**src/logic/uhbp_pkg.sv**
```systemverilog
// Purpose: Shared constants and types for the UART host bus port
// Assumes: 8-bit host data, 3-bit register select
// Notes: Power mode order fixes the software and hardware mode code
package uhbp_pkg;
    localparam int DATA_W = 8;
    localparam int SEL_W = 3;
    localparam int MODE_W = 2;
    localparam int MCR_INT_EN_BIT = 3;
    localparam int EDGE_CS = 0;
    localparam int EDGE_RD = 1;
    localparam int EDGE_WR = 2;
    localparam int EDGE_N = 3;
    localparam logic [DATA_W-1:0] DATA_RST = 8'h00;
    localparam logic [SEL_W-1:0] SEL_RST = 3'h0;
    typedef enum logic [MODE_W-1:0] {PM_ACTIVE, PM_PARTIAL, PM_FULL, PM_PSAVE} uhbp_pwr_t;
    typedef enum logic [1:0] {ST_IDLE, ST_READ, ST_WRITE} uhbp_state_t;
endpackage : uhbp_pkg

```
**src/logic/uhbp_top.sv**
```systemverilog
// Purpose: Host parallel bus port of a single channel UART
// Assumes: All pins synchronous to SYS_CLK; core register file outside
// Notes: Register reads see REG_RD_DATA in the cycle REG_RD is high
//
// What this block does
// - Three select lines pick one register
// - Drive data bus only on reads
// - Strobe mode: read fall starts read
// - Strobe mode: write fall begins, rise loads byte
// - Direction mode ignores read strobe
// - Direction mode: write pin is read/write
// - Start accesses only while chip select low
// - Strobe mode irq high, enabled by control bit
// - Direction mode irq low, open drain
// - Four power modes, hardware or software
// - Power-save ignores all bus pins
// - Wake interrupt on leaving low power
`timescale 1ns/100ps
module uhbp_top
    import uhbp_pkg::*;
(
    input wire logic SYS_CLK,
    input wire logic RSTN,
    input wire logic BUS_STYLE,
    input wire logic CS_N,
    input wire logic READ_STROBE_N,
    input wire logic WRITE_STROBE_N,
    input wire logic [uhbp_pkg::SEL_W-1:0] REG_SELECT,
    input wire logic [uhbp_pkg::DATA_W-1:0] HOST_DATA_I,
    output logic [uhbp_pkg::DATA_W-1:0] HOST_DATA_O,
    output logic HOST_DATA_OE,
    output logic INT_O,
    output logic INT_OE,
    output logic [uhbp_pkg::SEL_W-1:0] REG_ADDR,
    output logic REG_RD,
    input wire logic [uhbp_pkg::DATA_W-1:0] REG_RD_DATA,
    output logic REG_WR,
    output logic [uhbp_pkg::DATA_W-1:0] REG_WR_DATA,
    input wire logic [uhbp_pkg::DATA_W-1:0] MODEM_CONTROL_REG,
    input wire logic INT_PENDING,
    input wire logic PWR_HW_EN,
    input wire logic [uhbp_pkg::MODE_W-1:0] PWR_HW_MODE,
    input wire logic [uhbp_pkg::MODE_W-1:0] PWR_SW_MODE,
    output logic [uhbp_pkg::MODE_W-1:0] PWR_MODE,
    output logic WAKE_PENDING,
    input wire logic WAKE_ACK
);
    import uhbp_pkg::*;

    logic [EDGE_N-1:0] pin_fall;
    logic [EDGE_N-1:0] pin_rise;
    uhbp_state_t state_r;
    uhbp_state_t state_nxt;
    uhbp_pwr_t pwr_r;
    uhbp_pwr_t pwr_nxt;
    logic [SEL_W-1:0] addr_r;
    logic rd_r;
    logic wr_r;
    logic [DATA_W-1:0] rd_data_r;
    logic [DATA_W-1:0] wr_data_r;
    logic wake_r;
    logic int_o_r;
    logic int_oe_r;

    uhbp_edge #(.WIDTH(EDGE_N)) u_edge (
        .SYS_CLK(SYS_CLK),
        .RSTN(RSTN),
        .PIN_N({WRITE_STROBE_N, READ_STROBE_N, CS_N}),
        .FALL(pin_fall),
        .RISE(pin_rise)
    );

    // Power mode: hardware pins override the software code
    assign pwr_nxt = uhbp_pwr_t'(PWR_HW_EN ? PWR_HW_MODE : PWR_SW_MODE);
    wire psave = (pwr_r == PM_PSAVE);
    wire strobe_style = BUS_STYLE;
    wire selected = ~CS_N & ~psave;

    // Direction mode frames an access with chip select; read strobe unused
    wire rd_start = selected & (strobe_style ? pin_fall[EDGE_RD]
                                             : pin_fall[EDGE_CS] & WRITE_STROBE_N);
    wire wr_start = selected & (strobe_style ? pin_fall[EDGE_WR]
                                             : pin_fall[EDGE_CS] & ~WRITE_STROBE_N);
    wire wr_commit = (state_r == ST_WRITE) & ~psave
                   & (strobe_style ? pin_rise[EDGE_WR] & ~CS_N : pin_rise[EDGE_CS]);
    wire rd_end = strobe_style ? (pin_rise[EDGE_RD] | CS_N) : pin_rise[EDGE_CS];
    wire wr_abort = psave | (strobe_style & CS_N);
    wire irq = INT_PENDING | wake_r;
    wire int_en = MODEM_CONTROL_REG[MCR_INT_EN_BIT];

    always_comb begin
        state_nxt = state_r;
        unique case (state_r)
            ST_IDLE: begin
                if (rd_start) begin
                    state_nxt = ST_READ;
                end else if (wr_start) begin
                    state_nxt = ST_WRITE;
                end
            end
            ST_READ: begin
                if (rd_end | psave) begin
                    state_nxt = ST_IDLE;
                end
            end
            ST_WRITE: begin
                if (wr_commit | wr_abort) begin
                    state_nxt = ST_IDLE;
                end
            end
            default: state_nxt = ST_IDLE;
        endcase
    end

    always_ff @(posedge SYS_CLK or negedge RSTN) begin
        if (!RSTN) begin
            state_r <= ST_IDLE;
            addr_r <= SEL_RST;
            rd_r <= 1'b0;
            wr_r <= 1'b0;
            wr_data_r <= DATA_RST;
        end else begin
            state_r <= state_nxt;
            rd_r <= rd_start && state_r == ST_IDLE;
            wr_r <= wr_commit;
            if (state_r == ST_IDLE && (rd_start || wr_start)) begin
                addr_r <= REG_SELECT;
            end
            if (wr_commit) begin
                wr_data_r <= HOST_DATA_I;
            end
        end
    end

    // Read byte held until the next register read pulse
    always_ff @(posedge SYS_CLK or negedge RSTN) begin
        if (!RSTN) begin
            rd_data_r <= DATA_RST;
        end else if (rd_r) begin
            rd_data_r <= REG_RD_DATA;
        end
    end

    // Set beats acknowledge so a wake in the ack cycle is kept
    always_ff @(posedge SYS_CLK or negedge RSTN) begin
        if (!RSTN) begin
            pwr_r <= PM_ACTIVE;
            wake_r <= 1'b0;
        end else begin
            pwr_r <= pwr_nxt;
            if (pwr_r != PM_ACTIVE && pwr_nxt == PM_ACTIVE) begin
                wake_r <= 1'b1;
            end else if (WAKE_ACK) begin
                wake_r <= 1'b0;
            end
        end
    end

    // Open-drain form only ever drives low
    always_ff @(posedge SYS_CLK or negedge RSTN) begin
        if (!RSTN) begin
            int_o_r <= 1'b0;
            int_oe_r <= 1'b0;
        end else begin
            int_o_r <= strobe_style & irq;
            int_oe_r <= strobe_style ? int_en : irq;
        end
    end

    assign HOST_DATA_O = rd_data_r;
    assign HOST_DATA_OE = (state_r == ST_READ) & selected;
    assign INT_O = int_o_r;
    assign INT_OE = int_oe_r;
    assign REG_ADDR = addr_r;
    assign REG_RD = rd_r;
    assign REG_WR = wr_r;
    assign REG_WR_DATA = wr_data_r;
    assign PWR_MODE = pwr_r;
    assign WAKE_PENDING = wake_r;
endmodule : uhbp_top

```
**src/logic/uhbp_edge.sv**
```systemverilog
// Purpose: Edge finder for the active-low bus control pins
// Assumes: Inputs already synchronous to SYS_CLK
// Notes: History resets high, the idle level of every strobe
`timescale 1ns/100ps
module uhbp_edge #(
    parameter int WIDTH = 3
) (
    input wire logic SYS_CLK,
    input wire logic RSTN,
    input wire logic [WIDTH-1:0] PIN_N,
    output logic [WIDTH-1:0] FALL,
    output logic [WIDTH-1:0] RISE
);
    logic [WIDTH-1:0] prev_r;

    always_ff @(posedge SYS_CLK or negedge RSTN) begin
        if (!RSTN) begin
            prev_r <= '1;
        end else begin
            prev_r <= PIN_N;
        end
    end

    genvar i;
    generate
        for (i = 0; i < WIDTH; i++) begin : g_edge
            assign FALL[i] = prev_r[i] & ~PIN_N[i];
            assign RISE[i] = ~prev_r[i] & PIN_N[i];
        end
    endgenerate
endmodule : uhbp_edge

```
**config.mk**
```make
export PLATFORM = sky130hd
export DESIGN_NAME = uhbp_top
export DESIGN_NICKNAME = d
export VERILOG_FILES = /design/src/logic/uhbp_pkg.sv /design/src/logic/uhbp_top.sv /design/src/logic/uhbp_edge.sv
export SDC_FILE = /design/constraint.sdc
export NUM_CORES = 1
export LEC_CHECK = 0
export ABC_AREA = 0
export BUFFER_PORTS_ARGS = -buffer_cell sky130_fd_sc_hd__buf_4
export CORE_AREA = 3 3 62 52
export CTS_CLUSTER_DIAMETER = 40
export DETAILED_ROUTE_END_ITERATION = 7
export DIE_AREA = 0 0 65 55
export PLACE_DENSITY = 0.82
export SKIP_LAST_GASP = 1
export SLEW_MARGIN = 20
export SYNTH_ARGS = -nofsm -noshare
export SYNTH_HDL_FRONTEND = slang
export SYNTH_SLANG_ARGS = --single-unit
export TNS_END_PERCENT = 50
```
**constraint.sdc**
```tcl
create_clock -name SYS_CLK -period 4 [get_ports SYS_CLK]
set_input_delay 0.2 -clock SYS_CLK [delete_from_list [all_inputs] [get_ports SYS_CLK]]
set_output_delay 0.2 -clock SYS_CLK [all_outputs]
set_load 0.02 [all_outputs]
```
==> impl_metrics.yaml, run 1 <==
cells_and_area:
  n_antenna_cell: 0
  fin_util_pct: 67.0
  syn_to_final_growth_pct: 45.9
  multiInputGateArea_um2: 428
  final_nets: 192
  filler_cell_count: 203
  regArea_um2: 779
  drive_above_1_share_pct: 61.4
  instances_no_fill: 191
  design_area_mm2: 0.00181
outcome:
  status: "finished clean"
setup_path:
  critical-path-max-stage-delay_ps: 490
  critPathLaunchType: "flop"
  path_buf_inv: 0
  crit_type: "flop to flop"
  path_cells: "a21oi_2 > or4b_4 > a21o_4 > mux2_4"
  cp_top_family: "simple AND/OR/NAND/NOR gates"
  cp.arrival_ps: 1970
  critical_path.slowest_cell: "or4b_4"
  worstPathMaxFanout: 4
  crit_path_end_kind: "flop"
  cp.required_ps: 4220
placement:
  io_buffers: 59
  post-place-cells: 179
  gp_congestion: 0.717
  post_dp_cell_area_mm2: 0.00172
power:
  internal_power_uw: 657
  combPwrFrac_pct: 37.5
  clkPwrFrac_pct: 17.2
  swShare_pct: 33.0
  p_seq_share_pct: 45.3
  power_uw: 980
  irDropWorstVdd_mv: 0.308
  powerDensity_mw_per_mm2: 541
  p_leak_uw: 0.000917
  switchingPower_uw: 323
run:
  max-cap-violations: 0
sta:
  fin_crit_sh_pct: 43.7
  setup_tns_ps: 0
  tightest_slew_ps: 378
  period_minus_slack_ps: 1750
  rsz0062_at_grt: "no"
  fin_skew_ps: 2.58
  drv_slew: 0
  slew_headroom_pct: 74.8
  clock.fmax_mhz: 572
  final-setup-viol-count: 0
  hold_violations: 0
clocking:
  cts_buffers: 5
  cts_max_path_buffers: 2
  htreeDepth: 2
  clk_latency_ps: 330
  clock_sinks: 31
  cts_tree: "built"
  root_buffer: "clkbuf_4"
  clkSlewWorstSetupHoldPaths_ps: 90
  cts_resized: 0
route:
  postRouteWirelength_um: 2570
  drc: 0
  wl_per_cell_um: 13.5
  avgViaCountPerCell: 4.66
  dr.pass1.iters: 2
  drtIter0Drc: 22
  dr_total_vias: 890
  detail-route-antenna-nets: 0
synth:
  syn_avg_cell_area_um2: 14.8
  synth-edff-count: 0
  synthSimpleGateAreaFrac_pct: 6.65
  syn_inst: 84
  netlist.area_leader.share_pct: 56.5
  yosys-top-cells-count: "dfrtp_1 (28), mux2_2 (19), inv_1 (6)"
  synth_top_family_by_area: "multiplexers"
  synth-seq-area-share_pct: 62.8
  async_flop_share_pct: 100
  yosysWarnings: 0
  synthFlopType: "dfrtp_1"
  synth_compound_area_share_pct: 6.96
  ys_seq_elements: 31
  synth-xor-area-share_pct: 0
  synthAdderAreaFrac_pct: 0
  synth_area_leaders: "dfrtp_1 (56%), mux2_2 (17%), dfstp_2 (6.4%), mux2_4 (3.6%), inv_1 (1.8%)"
  synthDistinctLibCells: 27
  yosysMostFrequentCell: "dfrtp_1"
  syn-num-nets: 124
  synth_mux_area_share_pct: 20.9
  synth_top_cell_by_area: "dfrtp_1"
  syn_area_mm2: 0.00124
global_route:
  met3_usage_pct: 10.3
  track_usage_pct: 16.0
  busiest_layer: "met2"
  grt-ovfl-total: 0
  grt_max_degree: 32
  grtUsageMet1_pct: 17.0
  grt_pass1_vias: 901
  grt_pass1_wl_um: 3990
  antenna_found_initial: 0
  met2_usage_pct: 25.5
die:
  start_util_pct: 45.9
  die_w_um: 65
  die-area_mm2: 0.00358
  ios: 67
  core.rowCount: 17
  core-area_mm2: 0.00270
  fp.dieH_um: 55
min_path:
  hold_class: "primary input to flop"
[worst reg2reg max path, delay by kind of cell, from the launching register on]
| family | cells | cell delay, ps |
|---|---|---|
| multiplexers | 1 | 300 |
| AND/OR/NAND/NOR | 1 | 490 |
| AO/OA/AOI/OAI | 2 | 440 |
| flip-flops | 1 | 420 |
[cell usage in the layout (no fill, tap or decap), types with 2 or more instances in the layout]
cell / instances
buf_4: 59
mux2_2: 19
clkbuf_4: 5
dlygate4sd3_1: 4
dfrtp_1: 28
nor2_1: 2
a21oi_1: 2
dfstp_2: 3
inv_1: 6
clkbuf_1: 2
nor2b_1: 2
mux2_4: 3
[routing by layer]
layer / wire length, um / vias to the layer above
met4: 40 / 0
met5: 0 / -
met2: 1100 / 53
met1: 1080 / 397
met3: 353 / 7
li1: - / 433
[timing repair]
item	CTS	global route
setup buffers	0	0
hold buffers	4	0
endpoints found under the setup margin	0	0
endpoints found under the hold margin	31	0
[through the flow]
step	setup WS (ps)	hold slack [ps]
after CTS	2250	39.4
after global placement	2280	144
after floorplan	2230	-95.6
after detailed placement	2260	151
after global routing	2180	36.7
final	2250	52.7
[power groups by stage]
stage                     Clock [uW]  Combinational, uW  Sequential, uW
final                            169                367             444
after global routing             193                390             455
after CTS                        178                373             445
after detailed placement           0                370             450
after global placement             0                362             442
after floorplan                    0               94.6             542
[path summary, 6_finish.rpt]
path                                 from                to  slack, ps  cells after the start
max reg2reg                   PWR_MODE[0]       REG_ADDR[1]       2250                      4
max in group asynchronous            RSTN  u_edge.prev_r[1]       3360                      2
min                              WAKE_ACK      WAKE_PENDING         50                      2
max                           PWR_MODE[0]       REG_ADDR[1]       2250                      4
min reg2reg                HOST_DATA_O[4]    HOST_DATA_O[4]        510                      1
min in group asynchronous            RSTN       REG_ADDR[0]        320                      2
[final cells by class]
| cell class | instances | share of cell area (%) |
|---|---|---|
| Sequential cell | 31 | 43.1 |
| Tap cell | 38 | 2.63 |
| Inverter | 6 | 1.24 |
| Multi-Input combinational cell | 45 | 23.6 |
| Clock buffer | 7 | 2.49 |
| Timing Repair Buffer | 63 | 26.7 |
| Clock inverter | 1 | 0.276 |
[sequential cells by signal, indices dropped and copies added (netlist names)]
| signal | cells |
|---|---|
| REG_RD | 1 |
| REG_WR_DATA | 8 |
| PWR_MODE | 2 |
| INT_OE | 1 |
| REG_WR | 1 |
| HOST_DATA_O | 8 |
| WAKE_PENDING | 1 |
| INT_O | 1 |
| u_edge.prev_r | 3 |
| REG_ADDR | 3 |
| state_r | 2 |
[logic make-up (layout without fill, tap and decap cells)]
| kind of cell | Yosys count | after routing |
|---|---|---|
| muxes | 22 | 22 |
| buffers and inverters | 8 | 77 |
| AOI/OAI and AO/OA | 11 | 11 |
| and+or+nand+nor | 12 | 12 |
| DFF | 31 | 31 |
No activity file was read; power rests on OpenSTA's default activity.
==> run 2: changes to the inputs <==
--- a/config.mk
+++ b/config.mk
@@ -7,11 +7,11 @@
 export LEC_CHECK = 0
 export ABC_AREA = 0
 export BUFFER_PORTS_ARGS = -buffer_cell sky130_fd_sc_hd__buf_4
-export CORE_AREA = 3 3 62 52
+export CORE_AREA = 3 3 65 55
 export CTS_CLUSTER_DIAMETER = 40
 export DETAILED_ROUTE_END_ITERATION = 7
-export DIE_AREA = 0 0 65 55
-export PLACE_DENSITY = 0.82
+export DIE_AREA = 0 0 68 58
+export PLACE_DENSITY = 0.74
 export SKIP_LAST_GASP = 1
 export SLEW_MARGIN = 20
 export SYNTH_ARGS = -nofsm -noshare
==> constraint.sdc (replaced) <==
create_clock -name SYS_CLK -period 1.8 [get_ports SYS_CLK]
set_input_delay 0.09 -clock SYS_CLK [delete_from_list [all_inputs] [get_ports SYS_CLK]]
set_output_delay 0.09 -clock SYS_CLK [all_outputs]
set_load 0.02 [all_outputs]
==> impl_metrics.yaml, run 2 (synthesized netlist as in run 1, its figures left out) <==
clocking:
  cts_resized: 0
  htreeDepth: 2
  cts_max_path_buffers: 2
  holdBufCountCts: 5
  clock_sinks: 31
  cts_buffers: 5
  cts_setup_buffers: 0
  root_buffer: "clkbuf_8"
  clk_latency_ps: 270
  clkSlewWorstSetupHoldPaths_ps: 60
  cts_tree: "built"
sta:
  rsz0062_at_grt: "no"
  fin_skew_ps: 2.70
  tightest_slew_ps: 382
  period_minus_slack_ps: 1710
  hold_violations: 0
  setup_tns_ps: 0
  clock.fmax_mhz: 586
  fin_crit_sh_pct: 94.8
  drv_slew: 0
  final-setup-viol-count: 0
  slew_headroom_pct: 74.5
power:
  swShare_pct: 30.4
  combPwrFrac_pct: 34.1
  irDropWorstVdd_mv: 0.745
  switchingPower_uw: 727
  powerDensity_mw_per_mm2: 1270
  internal_power_uw: 1660
  p_seq_share_pct: 41.4
  p_leak_uw: 0.000948
  clkPwrFrac_pct: 24.5
min_path:
  hold_class: "primary input to flop"
  worstHoldStart: "INT_PENDING"
cells_and_area:
  final_common_cell: "buf_4"
  n_antenna_cell: 0
  syn_to_final_growth_pct: 51.5
  drive_above_1_share_pct: 61.9
  final_nets: 194
  filler_cell_count: 262
  fin_util_pct: 62.3
  final_cell_mix: "buf_4 (60), dfrtp_1 (28), mux2_2 (19)"
setup_path:
  critical-path-max-stage-delay_ps: 530
  cp_top_family: "simple AND/OR/NAND/NOR gates"
  critPathLaunchType: "flop"
  crit_type: "flop to flop"
  worstPathMaxFanout: 4
  cp.required_ps: 1960
  reg2reg_from: "u_edge.prev_r[0]"
  path_cells: "nor2_1 > or4b_4 > a21o_4 > mux2_4"
  critical_path.slowest_cell: "dfstp_2"
  path_buf_inv: 0
  cp-startpoint: "u_edge.prev_r[0]"
  cp.arrival_ps: 1860
  crit_path_end_kind: "flop"
global_route:
  grt_max_degree: 32
  antenna_found_initial: 0
  grt_pass1_vias: 953
  grt_pass1_wl_um: 4290
  grt-ovfl-total: 0
  track_usage_pct: 14.9
die:
  core-area_mm2: 0.00302
  start_util_pct: 41.1
  die-area_mm2: 0.00394
  core.rowCount: 18
  die_w_um: 68
  fp.dieH_um: 58
  ios: 67
placement:
  io_buffers: 59
  dp_hpwl_um: 1990
  gp_congestion: 0.750
route:
  dr_total_vias: 883
  dr.pass1.iters: 4
  postRouteWirelength_um: 2630
  drtIter0Drc: 8
  wl_per_cell_um: 13.5
  drc: 0
  detail-route-antenna-nets: 0
  avgViaCountPerCell: 4.53
run:
  max-cap-violations: 0
outcome:
  status: "finished clean"
## run 2: cell count changes in the layout (fill, tap and decap cells not counted), sizes merged
cell	previous run	this run
buf	59	60
clkbuf	7	8
clkinv	1	0
dlygate4sd3	4	5
## run 2: cell type report
type	instances	area, um2	share of cell area [%]
inverter	6	22.5	1.20
tap	40	50.0	2.66
multi-input combinational	45	428	22.8
clock buffer	8	100	5.32
timing repair buffer	65	500	26.6
sequential	31	779	41.5
## run 2: layer usage
| metal | GRT usage, % | wire, um |
|---|---|---|
| met3 | 6.98 | 261 |
| met2 | 24.0 | 1320 |
| met5 | 0 | 0 |
| met4 | 5.10 | 22 |
| met1 | 17.4 | 1020 |
## run 2: power groups by stage
stage               Clock [uW]  Combinational, uW  Sequential [uW]
floorplan                    0                210             1200
global placement             0                806              986
detailed placement           0                820             1000
CTS                        605                830              993
global route               642                879             1010
finish                     585                815              989
## run 2: worst paths after layout
kind,endpoint,slack (ps),cells past startpoint
max in group asynchronous,u_edge.prev_r[0],1200,2
worst min-delay path,INT_O,30,2
worst max-delay path,REG_ADDR[1],90,4
worst max register to register,REG_ADDR[1],90,4
min in group asynchronous,HOST_DATA_O[3],280,2
worst min register to register,REG_WR_DATA[3],510,1
## run 2: metrics by stage
| stage | hold slack [ps] | total power, uW | instance area [um2] | setup slack (ps) | instances |
|---|---|---|---|---|---|
| 2_1_floorplan | -206 | 1420 | 1240 | 30.1 | 84 |
| 3_3_place_gp | 36.2 | 1790 | 1730 | 132 | 182 |
| 3_5_place_dp | 43.2 | 1820 | 1730 | 97.1 | 182 |
| 4_1_cts | 20.7 | 2430 | 1880 | 93.0 | 195 |
| 5_1_grt | 30.8 | 2540 | 1880 | 46.9 | 195 |
| 6_report | 29.2 | 2390 | 1880 | 94.4 | 195 |
